===== config.mk =====
export PLATFORM = sky130hd
export DESIGN_NAME = meq_top
export DESIGN_NICKNAME = d
export VERILOG_FILES = /design/src/core/meq_top.v /design/src/core/meq_tx_close.v
export VERILOG_INCLUDE_DIRS = /design/src /design/src/common
export SDC_FILE = /design/constraint.sdc
export NUM_CORES = 1
export LEC_CHECK = 0
export BUFFER_PORTS_ARGS = -buffer_cell sky130_fd_sc_hd__buf_2
export CORE_UTILIZATION = 35
export CTS_BUF_LIST = sky130_fd_sc_hd__clkbuf_2
export DETAILED_ROUTE_END_ITERATION = 12
export PLACE_DENSITY = 0.54
export SKIP_LAST_GASP = 1
export SYNTH_ARGS = -nofsm -noshare
export SYNTH_HDL_FRONTEND = slang
export SYNTH_HIERARCHICAL = 1
export SYNTH_SLANG_ARGS = --single-unit

===== constraint.sdc =====
create_clock -name CLOCK_I -period 5.2 [get_ports CLOCK_I]
set_input_delay 0 -clock CLOCK_I [delete_from_list [all_inputs] [get_ports CLOCK_I]]
set_output_delay 0 -clock CLOCK_I [all_outputs]
set_load 0.1 [all_outputs]

===== src/common/meq_consts.vh =====
// Constants for the channel event queue and transmit closing block
`ifndef MEQ_CONSTS_VH
`define MEQ_CONSTS_VH

// Register indices; byte address is four times the index
`define MEQ_IDX_RSVD_A     8'h38
`define MEQ_IDX_SLOT_ALIGN 8'h3c
`define MEQ_IDX_RSVD_B     8'h3e
`define MEQ_IDX_CHAN_MODE  8'h40
`define MEQ_IDX_EVT_ENABLE 8'h41
`define MEQ_IDX_CHAN_EVT   8'h42
`define MEQ_IDX_CHAN_MASK  8'h43
`define MEQ_IDX_QUEUE_STAT 8'h44
`define MEQ_IDX_TXD_STAT   8'h45
`define MEQ_IDX_TXD_LEN    8'h46
`define MEQ_IDX_TXD_PTR    8'h47

// Reset values
`define MEQ_RST_WORD16     16'h0000
`define MEQ_RST_WORD32     32'h00000000

// Channel mode word fields
`define MEQ_MODE_IDLE_SEL  13
`define MEQ_MODE_SYNC_EN   10

// Queue entry and enable mask fields
`define MEQ_ENT_VALID      15
`define MEQ_ENT_WRAP       14
`define MEQ_ENT_CHAN_LSB   6
`define MEQ_ENT_STARVED    4
`define MEQ_ENT_NO_BUF     2
`define MEQ_ENT_TX_DONE    1
`define MEQ_ENT_RX_DONE    0
`define MEQ_EVT_FIELDS     16'h0017

// Channel event register fields
`define MEQ_CE_RX_OVF      0
`define MEQ_CE_TX_STARVE   1
`define MEQ_CE_QUEUE_NEW   2

// Transmit descriptor status fields
`define MEQ_TXD_READY      15
`define MEQ_TXD_REPEAT     9
`define MEQ_TXD_SW_FLAG    7
`define MEQ_TXD_PAD_LSB    0

// Pad characters
`define MEQ_PAD_FLAG       8'h7e
`define MEQ_PAD_ONES       8'hff

// Bus responses
`define MEQ_RESP_OKAY      2'b00
`define MEQ_RESP_SLVERR    2'b10

`endif


===== src/core/meq_top.v =====
// Channel event queue, global errors and transmit buffer closing
`timescale 1ns/1ps
`default_nettype none
`include "meq_consts.vh"

module meq_top #(
	parameter QUEUE_DEPTH = 16,
	parameter QIDX_W      = 4
) (
	// Clock and reset
	input  wire              CLOCK_I,
	input  wire              SYS_RST_I,
	// AXI4-Lite write address and data
	input  wire [9:0]        S_AXI_AWADDR_I,
	input  wire              S_AXI_AWVALID_I,
	output reg               S_AXI_AWREADY_O,
	input  wire [31:0]       S_AXI_WDATA_I,
	input  wire [3:0]        S_AXI_WSTRB_I,
	input  wire              S_AXI_WVALID_I,
	output reg               S_AXI_WREADY_O,
	// AXI4-Lite write response
	output reg  [1:0]        S_AXI_BRESP_O,
	output reg               S_AXI_BVALID_O,
	input  wire              S_AXI_BREADY_I,
	// AXI4-Lite read
	input  wire [9:0]        S_AXI_ARADDR_I,
	input  wire              S_AXI_ARVALID_I,
	output reg               S_AXI_ARREADY_O,
	output reg  [31:0]       S_AXI_RDATA_O,
	output reg  [1:0]        S_AXI_RRESP_O,
	output reg               S_AXI_RVALID_O,
	input  wire              S_AXI_RREADY_I,
	// Host interrupt
	output reg               HOST_IRQ_O,
	// Channel events from the protocol engine
	input  wire              CH_EVT_VALID_I,
	output reg               CH_EVT_READY_O,
	input  wire [4:0]        CH_EVT_CHAN_I,
	input  wire [15:0]       CH_EVT_FLAGS_I,
	// Queue entry write port to memory
	output reg               QW_VALID_O,
	input  wire              QW_READY_I,
	output reg  [QIDX_W-1:0] QW_INDEX_O,
	output reg  [15:0]       QW_DATA_O,
	// Global error sources
	input  wire              RX_XFER_REQ_I,
	input  wire              RX_XFER_SRV_I,
	input  wire              TX_XFER_REQ_I,
	input  wire              TX_XFER_SRV_I,
	input  wire              RX_FIFO_OVERWRITE_I,
	input  wire              TX_FIFO_STARVE_I,
	// Transmit closing
	input  wire [4:0]        TX_CHAN_I,
	input  wire              TX_CLOSE_FLAG_I,
	output wire              TX_PAD_VALID_O,
	output wire [7:0]        TX_PAD_CHAR_O,
	input  wire              TX_PAD_TAKEN_I,
	// Descriptor fields to the memory mover
	output wire              TX_BUF_READY_O,
	output wire [15:0]       TX_BUF_LEN_O,
	output wire [31:0]       TX_BUF_PTR_O,
	// Slot alignment
	output reg  [7:0]        RX_FIRST_SLOT_O,
	output reg  [7:0]        TX_ALIGN_O
);

	function [31:0] merge;
		input [31:0] old;
		input [31:0] data;
		input [3:0]  strb;
		integer i;
		begin
			merge = old;
			for (i = 0; i < 4; i = i + 1) begin
				if (strb[i]) begin
					merge[i*8 +: 8] = data[i*8 +: 8];
				end
			end
		end
	endfunction

	function mapped;
		input [7:0] idx;
		begin
			mapped = (idx == `MEQ_IDX_RSVD_A) || (idx == `MEQ_IDX_SLOT_ALIGN) ||
				(idx == `MEQ_IDX_RSVD_B) ||
				((idx >= `MEQ_IDX_CHAN_MODE) && (idx <= `MEQ_IDX_TXD_PTR));
		end
	endfunction

	// Software registers
	reg  [15:0]       slot_align;
	reg  [15:0]       chan_mode;
	reg  [15:0]       evt_enable;
	reg  [2:0]        chan_evt;
	reg  [2:0]        chan_mask;
	reg  [15:0]       txd_stat;
	reg  [15:0]       txd_len;
	reg  [31:0]       txd_ptr;
	reg  [2:0]        next_chan_evt;
	reg  [15:0]       next_txd_stat;

	// Bus state
	reg               aw_held;
	reg               w_held;
	reg  [7:0]        aw_idx;
	reg  [31:0]       w_data;
	reg  [3:0]        w_strb;
	reg               next_aw_held;
	reg               next_w_held;
	reg               next_bvalid;
	reg               next_rvalid;
	reg  [31:0]       rd_mux;

	// Queue and error state
	reg               rx_pend;
	reg               tx_pend;
	reg               txb_pend;
	reg  [QIDX_W-1:0] q_idx;
	reg               next_qw_valid;
	reg               q_written;
	reg               load_txb;
	reg  [15:0]       load_flags;
	reg  [4:0]        load_chan;
	reg               load;
	wire              tx_done;
	wire              aw_take  = S_AXI_AWREADY_O & S_AXI_AWVALID_I;
	wire              w_take   = S_AXI_WREADY_O & S_AXI_WVALID_I;
	wire              ar_take  = S_AXI_ARREADY_O & S_AXI_ARVALID_I;
	wire              do_write = aw_held & w_held & ~S_AXI_BVALID_O;
	wire [31:0]       wr_val   = merge(32'h00000000, w_data, w_strb);
	wire              ext_take = CH_EVT_READY_O & CH_EVT_VALID_I;
	wire [15:0]       ext_flags = CH_EVT_FLAGS_I & evt_enable & `MEQ_EVT_FIELDS;
	wire              rx_ovf   = (RX_XFER_REQ_I & rx_pend & ~RX_XFER_SRV_I) |
		RX_FIFO_OVERWRITE_I;
	wire              tx_starve = (TX_XFER_REQ_I & tx_pend & ~TX_XFER_SRV_I) |
		TX_FIFO_STARVE_I;
	wire              sync_en  = chan_mode[`MEQ_MODE_SYNC_EN];

	////////////////////////////////////////////////////////////////////////
	// Pad insertion after the closing flag
	meq_tx_close u_close (
		.clk_i       (CLOCK_I),
		.rst_i       (SYS_RST_I),
		.close_i     (TX_CLOSE_FLAG_I),
		.pad_count_i (txd_stat[`MEQ_TXD_PAD_LSB +: 4]),
		.idle_sel_i  (chan_mode[`MEQ_MODE_IDLE_SEL]),
		.pad_valid_o (TX_PAD_VALID_O),
		.pad_char_o  (TX_PAD_CHAR_O),
		.pad_taken_i (TX_PAD_TAKEN_I),
		.done_o      (tx_done)
	);

	assign TX_BUF_READY_O = txd_stat[`MEQ_TXD_READY];
	assign TX_BUF_LEN_O   = txd_len;
	assign TX_BUF_PTR_O   = txd_ptr;

	////////////////////////////////////////////////////////////////////////
	// Bus handshake next state
	always @* begin
		next_aw_held = (aw_held & ~do_write) | aw_take;
		next_w_held  = (w_held & ~do_write) | w_take;
		next_bvalid  = (S_AXI_BVALID_O & ~S_AXI_BREADY_I) | do_write;
		next_rvalid  = (S_AXI_RVALID_O & ~S_AXI_RREADY_I) | ar_take;
	end

	// Read mux, reserved words read zero
	always @* begin
		case (S_AXI_ARADDR_I[9:2])
		`MEQ_IDX_SLOT_ALIGN: rd_mux = {16'h0000, slot_align};
		`MEQ_IDX_CHAN_MODE:  rd_mux = {16'h0000, chan_mode};
		`MEQ_IDX_EVT_ENABLE: rd_mux = {16'h0000, evt_enable};
		`MEQ_IDX_CHAN_EVT:   rd_mux = {{29{1'b0}}, chan_evt};
		`MEQ_IDX_CHAN_MASK:  rd_mux = {{29{1'b0}}, chan_mask};
		`MEQ_IDX_QUEUE_STAT: rd_mux = {{(32-QIDX_W){1'b0}}, q_idx};
		`MEQ_IDX_TXD_STAT:   rd_mux = {16'h0000, txd_stat};
		`MEQ_IDX_TXD_LEN:    rd_mux = {16'h0000, txd_len};
		`MEQ_IDX_TXD_PTR:    rd_mux = txd_ptr;
		default:             rd_mux = 32'h00000000;
		endcase
	end

	////////////////////////////////////////////////////////////////////////
	// Queue writer next state
	always @* begin
		q_written     = QW_VALID_O & QW_READY_I;
		next_qw_valid = QW_VALID_O & ~QW_READY_I;
		load          = 1'b0;
		load_txb      = 1'b0;
		load_flags    = 16'h0000;
		load_chan     = CH_EVT_CHAN_I;
		if (!QW_VALID_O) begin
			if (ext_take && (ext_flags != 16'h0000)) begin
				load       = 1'b1;
				load_flags = ext_flags;
			end else if (!ext_take && txb_pend) begin
				load_txb = 1'b1;
				if (evt_enable[`MEQ_ENT_TX_DONE]) begin
					load       = 1'b1;
					load_chan  = TX_CHAN_I;
					load_flags = 16'h0000;
					load_flags[`MEQ_ENT_TX_DONE] = 1'b1;
				end
			end
		end
		next_qw_valid = next_qw_valid | load;
	end

	// Event register: hardware set wins over software clear
	always @* begin
		next_chan_evt = chan_evt;
		if (do_write && (aw_idx == `MEQ_IDX_CHAN_EVT)) begin
			next_chan_evt = chan_evt & ~wr_val[2:0];
		end
		if (rx_ovf) begin
			next_chan_evt[`MEQ_CE_RX_OVF] = 1'b1;
		end
		if (tx_starve) begin
			next_chan_evt[`MEQ_CE_TX_STARVE] = 1'b1;
		end
		if (q_written) begin
			next_chan_evt[`MEQ_CE_QUEUE_NEW] = 1'b1;
		end
	end

	// Descriptor status: ready cleared on close unless repeating
	always @* begin
		next_txd_stat = txd_stat;
		if (tx_done && !txd_stat[`MEQ_TXD_REPEAT]) begin
			next_txd_stat[`MEQ_TXD_READY] = 1'b0;
		end
		if (do_write && (aw_idx == `MEQ_IDX_TXD_STAT)) begin
			next_txd_stat = wr_merge16(txd_stat);
		end
	end

	////////////////////////////////////////////////////////////////////////
	// AXI4-Lite slave
	always @(posedge CLOCK_I) begin
		if (SYS_RST_I) begin
			aw_held         <= 1'b0;
			w_held          <= 1'b0;
			aw_idx          <= 8'h00;
			w_data          <= 32'h00000000;
			w_strb          <= 4'h0;
			S_AXI_AWREADY_O <= 1'b0;
			S_AXI_WREADY_O  <= 1'b0;
			S_AXI_BVALID_O  <= 1'b0;
			S_AXI_BRESP_O   <= `MEQ_RESP_OKAY;
			S_AXI_ARREADY_O <= 1'b0;
			S_AXI_RVALID_O  <= 1'b0;
			S_AXI_RDATA_O   <= 32'h00000000;
			S_AXI_RRESP_O   <= `MEQ_RESP_OKAY;
		end else begin
			aw_held         <= next_aw_held;
			w_held          <= next_w_held;
			S_AXI_AWREADY_O <= ~next_aw_held & ~next_bvalid;
			S_AXI_WREADY_O  <= ~next_w_held & ~next_bvalid;
			S_AXI_BVALID_O  <= next_bvalid;
			S_AXI_ARREADY_O <= ~next_rvalid;
			S_AXI_RVALID_O  <= next_rvalid;
			if (aw_take) begin
				aw_idx <= S_AXI_AWADDR_I[9:2];
			end
			if (w_take) begin
				w_data <= S_AXI_WDATA_I;
				w_strb <= S_AXI_WSTRB_I;
			end
			if (do_write) begin
				S_AXI_BRESP_O <= mapped(aw_idx) ? `MEQ_RESP_OKAY : `MEQ_RESP_SLVERR;
			end
			if (ar_take) begin
				S_AXI_RDATA_O <= rd_mux;
				S_AXI_RRESP_O <= mapped(S_AXI_ARADDR_I[9:2]) ?
					`MEQ_RESP_OKAY : `MEQ_RESP_SLVERR;
			end
		end
	end

	////////////////////////////////////////////////////////////////////////
	// Registers; length and pointer change only by software
	always @(posedge CLOCK_I) begin
		if (SYS_RST_I) begin
			slot_align <= `MEQ_RST_WORD16;
			chan_mode  <= `MEQ_RST_WORD16;
			evt_enable <= `MEQ_RST_WORD16;
			chan_evt   <= 3'h0;
			chan_mask  <= 3'h0;
			txd_stat   <= `MEQ_RST_WORD16;
			txd_len    <= `MEQ_RST_WORD16;
			txd_ptr    <= `MEQ_RST_WORD32;
		end else begin
			chan_evt <= next_chan_evt;
			txd_stat <= next_txd_stat;
			if (do_write) begin
				case (aw_idx)
				`MEQ_IDX_SLOT_ALIGN: slot_align <= wr_merge16(slot_align);
				`MEQ_IDX_CHAN_MODE:  chan_mode  <= wr_merge16(chan_mode);
				`MEQ_IDX_EVT_ENABLE: evt_enable <= wr_merge16(evt_enable);
				`MEQ_IDX_CHAN_MASK:  chan_mask  <= wr_val[2:0];
				`MEQ_IDX_TXD_LEN:    txd_len    <= wr_merge16(txd_len);
				`MEQ_IDX_TXD_PTR:    txd_ptr    <= merge(txd_ptr, w_data, w_strb);
				default:             chan_mask  <= chan_mask;
				endcase
			end
		end
	end

	function [15:0] wr_merge16;
		input [15:0] old;
		reg   [31:0] m;
		begin
			m          = merge({16'h0000, old}, w_data, w_strb);
			wr_merge16 = m[15:0];
		end
	endfunction

	////////////////////////////////////////////////////////////////////////
	// Global error request tracking, queue writer and interrupt
	always @(posedge CLOCK_I) begin
		if (SYS_RST_I) begin
			rx_pend        <= 1'b0;
			tx_pend        <= 1'b0;
			txb_pend       <= 1'b0;
			q_idx          <= {QIDX_W{1'b0}};
			QW_VALID_O     <= 1'b0;
			QW_INDEX_O     <= {QIDX_W{1'b0}};
			QW_DATA_O      <= 16'h0000;
			CH_EVT_READY_O <= 1'b0;
			HOST_IRQ_O     <= 1'b0;
			RX_FIRST_SLOT_O <= 8'h00;
			TX_ALIGN_O     <= 8'h00;
		end else begin
			rx_pend <= (rx_pend & ~RX_XFER_SRV_I) | RX_XFER_REQ_I;
			tx_pend <= (tx_pend & ~TX_XFER_SRV_I) | TX_XFER_REQ_I;
			txb_pend <= (txb_pend & ~load_txb) | tx_done;
			QW_VALID_O     <= next_qw_valid;
			CH_EVT_READY_O <= ~next_qw_valid;
			if (load) begin
				QW_INDEX_O <= q_idx;
				QW_DATA_O  <= load_flags;
				QW_DATA_O[`MEQ_ENT_VALID] <= 1'b1;
				QW_DATA_O[`MEQ_ENT_WRAP]  <= (q_idx == QUEUE_DEPTH - 1);
				QW_DATA_O[`MEQ_ENT_CHAN_LSB +: 5] <= load_chan;
			end
			if (q_written) begin
				q_idx <= (q_idx == QUEUE_DEPTH - 1) ? {QIDX_W{1'b0}} :
					q_idx + {{(QIDX_W-1){1'b0}}, 1'b1};
			end
			HOST_IRQ_O <= |(next_chan_evt & chan_mask);
			RX_FIRST_SLOT_O <= sync_en ? slot_align[15:8] : 8'h00;
			TX_ALIGN_O      <= sync_en ? slot_align[7:0] : 8'h00;
		end
	end

endmodule // meq_top

`default_nettype wire


===== src/core/meq_tx_close.v =====
// Trailing pad insertion and transmit done timing
`timescale 1ns/1ps
`default_nettype none
`include "meq_consts.vh"

module meq_tx_close (
	// Clock and reset
	input  wire       clk_i,
	input  wire       rst_i,
	// Closing flag and pad setup
	input  wire       close_i,
	input  wire [3:0] pad_count_i,
	input  wire       idle_sel_i,
	// Pad character stream
	output reg        pad_valid_o,
	output reg  [7:0] pad_char_o,
	input  wire       pad_taken_i,
	// Completion
	output reg        done_o
);

	localparam ST_IDLE = 1'b0;
	localparam ST_PAD  = 1'b1;

	reg       state;
	reg [3:0] remain;

	////////////////////////////////////////////////////////////////////////
	always @(posedge clk_i) begin
		if (rst_i) begin
			state       <= ST_IDLE;
			remain      <= 4'h0;
			pad_valid_o <= 1'b0;
			pad_char_o  <= `MEQ_PAD_FLAG;
			done_o      <= 1'b0;
		end else begin
			done_o <= 1'b0;
			case (state)
			ST_IDLE: begin
				if (close_i) begin
					if (pad_count_i == 4'h0) begin
						done_o <= 1'b1;
					end else begin
						state       <= ST_PAD;
						remain      <= pad_count_i;
						pad_valid_o <= 1'b1;
						pad_char_o  <= idle_sel_i ? `MEQ_PAD_ONES : `MEQ_PAD_FLAG;
					end
				end
			end
			ST_PAD: begin
				if (pad_taken_i) begin
					if (remain == 4'h1) begin
						state       <= ST_IDLE;
						pad_valid_o <= 1'b0;
						done_o      <= 1'b1;
					end
					remain <= remain - 4'h1;
				end
			end
			default: begin
				state       <= ST_IDLE;
				pad_valid_o <= 1'b0;
			end
			endcase
		end
	end

endmodule // meq_tx_close

`default_nettype wire


======== Word level (Yosys, flattened, before mapping) ========
Cells that the tools add are included.
word-level totals
  word-level logic and storage cells ...... 218
  bits in registers ....................... 266
  output and inout bits ................... 138
cells by class
  muxes and demuxes ....................... 48
  reduce and logical (&&, ||, !) cells .... 39
  eq/ne operators ......................... 28
  $lt $le $gt $ge ......................... 4
  bitwise operators ....................... 51
  add/sub/neg operators ................... 2
operators by type and width
  operator            count
  $pmux 32 s9         1
  $eq 8x7->1 const B  15
  $eq 8x6->1 const B  6
  $reduce_and 3->1    14
  $mux 5              6
  $mux 8              3
  $mux 1              23
  $and 1x1->1         21
  $ge 8x7->1 const B  2
  $le 8x7->1 const B  2
  $mux 16             1
  $mux 4              4
  $not 1->1           16
  $reduce_bool 16->1  1
  $ne 2x2->1 const B  5
  $or 1x1->1          10
  $mux 2              4
  $pmux 4 s2          1
  $reduce_and 2->1    4
  $logic_and 1x1->1   7
  $and 3x3->3         2
  $logic_or 1x1->1    6
  $mux 3              2
  $pmux 1 s2          3
  12 further kinds    13

======== Longest topological paths before layout ========
  depth after elaboration ................. 9
  depth in mapped cells ................... 7

======== Cells and area by module ========
Netlist, hierarchy kept.
by module, submodules not included
  module        area an instance (um^2)  times used  cells each
  meq_top       9841.9                   1           1084
  meq_tx_close  500.5                    1           60

======== Least setup slack after synthesis ========
No wires, ideal clock.
  kind .................................... register to register
  from .................................... register S_AXI_ARREADY_O
  to ...................................... register S_AXI_RDATA_O[15]
  buffers on the path ..................... 2
  cell stages (with the launch flop) ...... 7
  data arrival time ....................... 2155 ps
  period minus slack after synthesis ...... 2292 ps
  required time ........................... 5063 ps
  setup slack ............................. 2908 ps
  cells stage by stage .................... dfxtp_1 and2_1 clkbuf_1 o21ai_0 o21ai_1 clkbuf_1 a211oi_1
between the ends
  cells in the longest elaborated chain, start to end .. 1
ends and longest elaborated chain
  what                      line           RTL
  start: declaration        meq_top.v:28   output reg S_AXI_ARREADY_O,
  start signal: assignment  meq_top.v:260  S_AXI_ARREADY_O <= ~next_rvalid;
  $and 1x1->1               meq_top.v:129  wire ar_take = S_AXI_ARREADY_O & S_AXI_ARVALID_I;
  end signal: assignment    meq_top.v:273  S_AXI_RDATA_O <= rd_mux;
  end: declaration          meq_top.v:29   output reg [31:0] S_AXI_RDATA_O,
No other way between the ends.
A chain may end at the register's enable or synchronous reset.

======== Worst setup path after layout ========
  from .................................... register evt_enable[1]
  to ...................................... register QW_DATA_O[8]
between the ends
  cells in the longest elaborated chain, start to end .. 5
  elaborated cells on any way between the ends .. 11
ends and longest elaborated chain
  what                                     line           RTL
  start: declaration                       meq_top.v:94   reg [15:0] evt_enable;
  start signal: assignment                 meq_top.v:286  evt_enable <= `MEQ_RST_WORD16;
  start signal: assignment                 meq_top.v:299  `MEQ_IDX_EVT_ENABLE: evt_enable <= wr_merge16(evt_enable);
  $and 5x5->5                              meq_top.v:133  wire [15:0] ext_flags = CH_EVT_FLAGS_I & evt_enable & `MEQ_EVT_FIELDS;
  $reduce_bool 16->1                       meq_top.v:193  if (ext_take && (ext_flags != 16'h0000)) begin
  $logic_and 1x1->1                        meq_top.v:193
  $mux 5 / $mux 1 (equally long branches)  meq_top.v:193
  $mux 5 / $mux 1 (equally long branches)  meq_top.v:192  if (!QW_VALID_O) begin
  end signal: assignment                   meq_top.v:341  QW_DATA_O <= load_flags;
  end signal: indexed assignment           meq_top.v:343  QW_DATA_O[`MEQ_ENT_WRAP] <= (q_idx == QUEUE_DEPTH - 1);
  end signal: indexed assignment           meq_top.v:344  QW_DATA_O[`MEQ_ENT_CHAN_LSB +: 5] <= load_chan;
  end: declaration                         meq_top.v:44   output reg [15:0] QW_DATA_O,
Several ways; a longest one is shown, not always the timed one.

==> results.sh <==
export IMPL_relSlewSlack=0.371
export IMPL_die_area_um2=30200
export IMPL_area_growth_synth_to_final_pct=41.6
export IMPL_wl_per_cell_um=16.8
export IMPL_tightestPinTransition_ns=0.936
export IMPL_io_pin_count=237
export IMPL_r2r_start="evt_enable[1]$_SDFFE_PP0P_"
export IMPL_via_per_inst=5.02
export IMPL_finalCriticalPeriod_ns=3.03
export IMPL_fin_skew_ns=0.0988
export IMPL_leakagePower_uw=0.00638
export IMPL_clkLatencyLatePin_ns=0.86
export IMPL_crit_reg2reg_capture="QW_DATA_O[8]$_SDFFE_PP0P_"
export IMPL_finalWirelength_um=33900
export IMPL_reg2regPathDepth=6
export IMPL_synth_cells=1144
export IMPL_slowest_delay_ns=0.83
export IMPL_synth_edf_count=0
export IMPL_crit_path_frequent_cell="dlygate4sd3_1"
export IMPL_crit_arrival_ns=3.80
export IMPL_io_buffers=207
export IMPL_hold_class="in2reg"
export IMPL_htree_num_levels=3
export IMPL_cts_tree="yes"
export IMPL_vdd_drop_max_mv=0.168
export IMPL_yosysSeqAreaShare=0.488
export IMPL_setup_viol=0
export IMPL_core_um2=28900
export IMPL_fp_dieW_um=174
export IMPL_final_cell_mix="dfxtp_1, dlygate4sd3_1, buf_2"
export IMPL_gp_congestion=0.794
export IMPL_synthFlopType="dfxtp_1"
export IMPL_finalHoldViolCount=0
export IMPL_clk_pin_slew_worst_paths_ns=0.10
export IMPL_synth_seq_cells=252
export IMPL_ys_warn_count=6
export IMPL_synthDistinctLibCells=64
export IMPL_vias=10200
export IMPL_grt_util_all_layers=0.223
export IMPL_ctsHoldBuffers=248
export IMPL_worstHoldStart="QW_READY_I"
export IMPL_critPathKind="reg2reg"
export IMPL_power_uw=3810
export IMPL_synthArstFlopShare=0
export IMPL_drive_above_1_share=0.207
export IMPL_critPathLaunch="evt_enable[1]$_SDFFE_PP0P_"
export IMPL_p_per_area_nw_per_um2=260
export IMPL_path_delay_family="compound AO/OA/AOI/OAI gates"
export IMPL_postCtsSetupBuffers=0
export IMPL_antenna_found_initial=1
export IMPL_fmax_ghz=0.330
export IMPL_row_count=62
export IMPL_finalSetupTns_ns=0
export IMPL_grt_overflow=0
export IMPL_crit_buf_inv=2
export IMPL_start_kind="flip-flop"
export IMPL_slew_viol_final=0
export IMPL_rrSetupSlack_ns=2.17
export IMPL_rsz0062_at_grt="no"
export IMPL_critPathRequiredTime_ns=5.97
export IMPL_path_cells="a22oi_1 -> a311oi_2 -> nand2_1 -> dlygate4sd3_1 -> a311oi_1 -> dlygate4sd3_1"
export IMPL_synth_avg_cell_area_um2=9.04
export IMPL_cpMaxStageDelayCell="a311oi_2"
export IMPL_endpoint_kind="flip-flop"
export IMPL_hold_depth=4
export IMPL_initial_core_util=0.358
export IMPL_dieHeight_um=174
export IMPL_status="finished clean"
export IMPL_grt_max_degree=89
export IMPL_hpwl_um=21400
export IMPL_cts_max_path_buffers=3
export IMPL_min_to="QW_VALID_O$_SDFF_PP0_"
export IMPL_final_common_cell="dfxtp_1"
export IMPL_grt_pass1_vias=10000
export IMPL_numClockSinks=252
export IMPL_drc_errors=0
export IMPL_drt_initial_drc_count=764
export IMPL_root_buffer="clkbuf_2"
export IMPL_grt_pass1_wl_um=53800
export IMPL_dr_pass1_iters=6
export IMPL_postRouteAntennaNets=0
export IMPL_cts_buffers=68
export IMPL_syn_area_um2=10300
export IMPL_cts_resized=0
export IMPL_fillers=2801
export IMPL_period_share=0.582
export IMPL_nNetsFinal=1700
export IMPL_path_max_fanout=12
export IMPL_drv_cap=0
## layer usage
metal,up-vias,global-route usage,share of wire
met5,-,0,0
met4,0,0.0742,0.018
met3,52,0.0514,0.080
met2,376,0.355,0.45
met1,4756,0.296,0.45
li1,4969,-,-
## logic make-up (layout without fill, tap and decap cells)
family / after synthesis / after routing / synth area share
and+or+nand+nor: 426 / 426 / 0.202
DFF: 252 / 252 / 0.488
AOI/OAI and AO/OA: 238 / 238 / 0.146
muxes: 117 / 117 / 0.114
buffers and inverters: 105 / 586 / 0.0455
adders and majority gates: 3 / 3 / 0.00363
other: 2 / 15 / 0.000726
xor gates and xnor gates: 1 / 1 / 0.000847
## metrics by stage
stage          hold WS, ns  cell area [µm²]  instances  worst slack, ns   util
2_1_floorplan        0.121            10400       1155             2.91      -
3_3_place_gp         0.227            11600       1664             2.85  0.401
3_5_place_dp         0.236            11600       1664             2.82  0.401
4_1_cts             0.0713            14600       2020             2.19  0.507
5_1_grt              0.112            14600       2022             1.93  0.508
6_report             0.153            14600       2022             2.17  0.508
## area by class of cell
| cell class | count | area, µm² | share of cell area |
|---|---|---|---|
| Clock buffer | 95 | 475 | 0.0325 |
| Clock inverter | 13 | 98.8 | 0.00675 |
| Multi-Input combinational cell | 798 | 4890 | 0.334 |
| Tap cell | 384 | 480 | 0.0328 |
| Inverter | 12 | 45.0 | 0.00308 |
| Antenna cell | 2 | 5.00 | 0.000342 |
| Sequential cell | 252 | 5040 | 0.344 |
| Timing Repair Buffer | 466 | 3610 | 0.246 |
## power by group
group,internal (µW),switching (µW)
Sequential,1960,38.5
Clock,540,822
Combinational,181,269
Total,2680,1130
## worst reg2reg max path, cell delays in order (launching register included)
cell,delay [ns]
dfxtp_1,0.48
a22oi_1,0.15
a311oi_2,0.83
nand2_1,0.11
dlygate4sd3_1,0.58
a311oi_1,0.27
dlygate4sd3_1,0.59
## cells in the mapped netlist, drive strengths merged (13+ instances only)
cell | instances | area [µm²]
o21ai | 35 | 175
clkbuf | 67 | 251
buf | 26 | 174
nor2 | 157 | 589
dfxtp | 252 | 5040
a21oi | 105 | 526
a211oi | 13 | 97.6
nand3 | 37 | 185
nor2b | 13 | 88.8
a22oi | 19 | 143
and2 | 23 | 144
mux2i | 114 | 1140
nand2 | 128 | 480
## worst max-delay path by stage
stage,to,slack (ns),depth (start not counted)
2_1_floorplan,S_AXI_RDATA_O[15]$_SDFFE_PP0P_,2.91,6
3_3_place_gp,chan_mode[4]$_SDFFE_PP0P_,2.85,5
3_5_place_dp,chan_mode[7]$_SDFFE_PP0P_,2.82,5
4_1_cts,QW_DATA_O[7]$_SDFFE_PP0P_,2.19,6
5_1_grt,QW_DATA_O[8]$_SDFFE_PP0P_,1.93,6
6_report,QW_DATA_O[8]$_SDFFE_PP0P_,2.17,6
## registers in the layout, summed over array words and instances, names as in the netlist, 3 cells and up
register / cells
S_AXI_RDATA_O: 32
TX_BUF_PTR_O: 32
w_data: 32
TX_BUF_LEN_O: 16
chan_mode: 16
evt_enable: 16
slot_align: 16
txd_stat: 16
QW_DATA_O: 11
RX_FIRST_SLOT_O: 8
TX_ALIGN_O: 8
aw_idx: 8
QW_INDEX_O: 4
q_idx: 4
u_close/remain: 4
w_strb: 4
chan_evt: 3
chan_mask: 3
No activity file was read; power rests on OpenSTA's default activity.
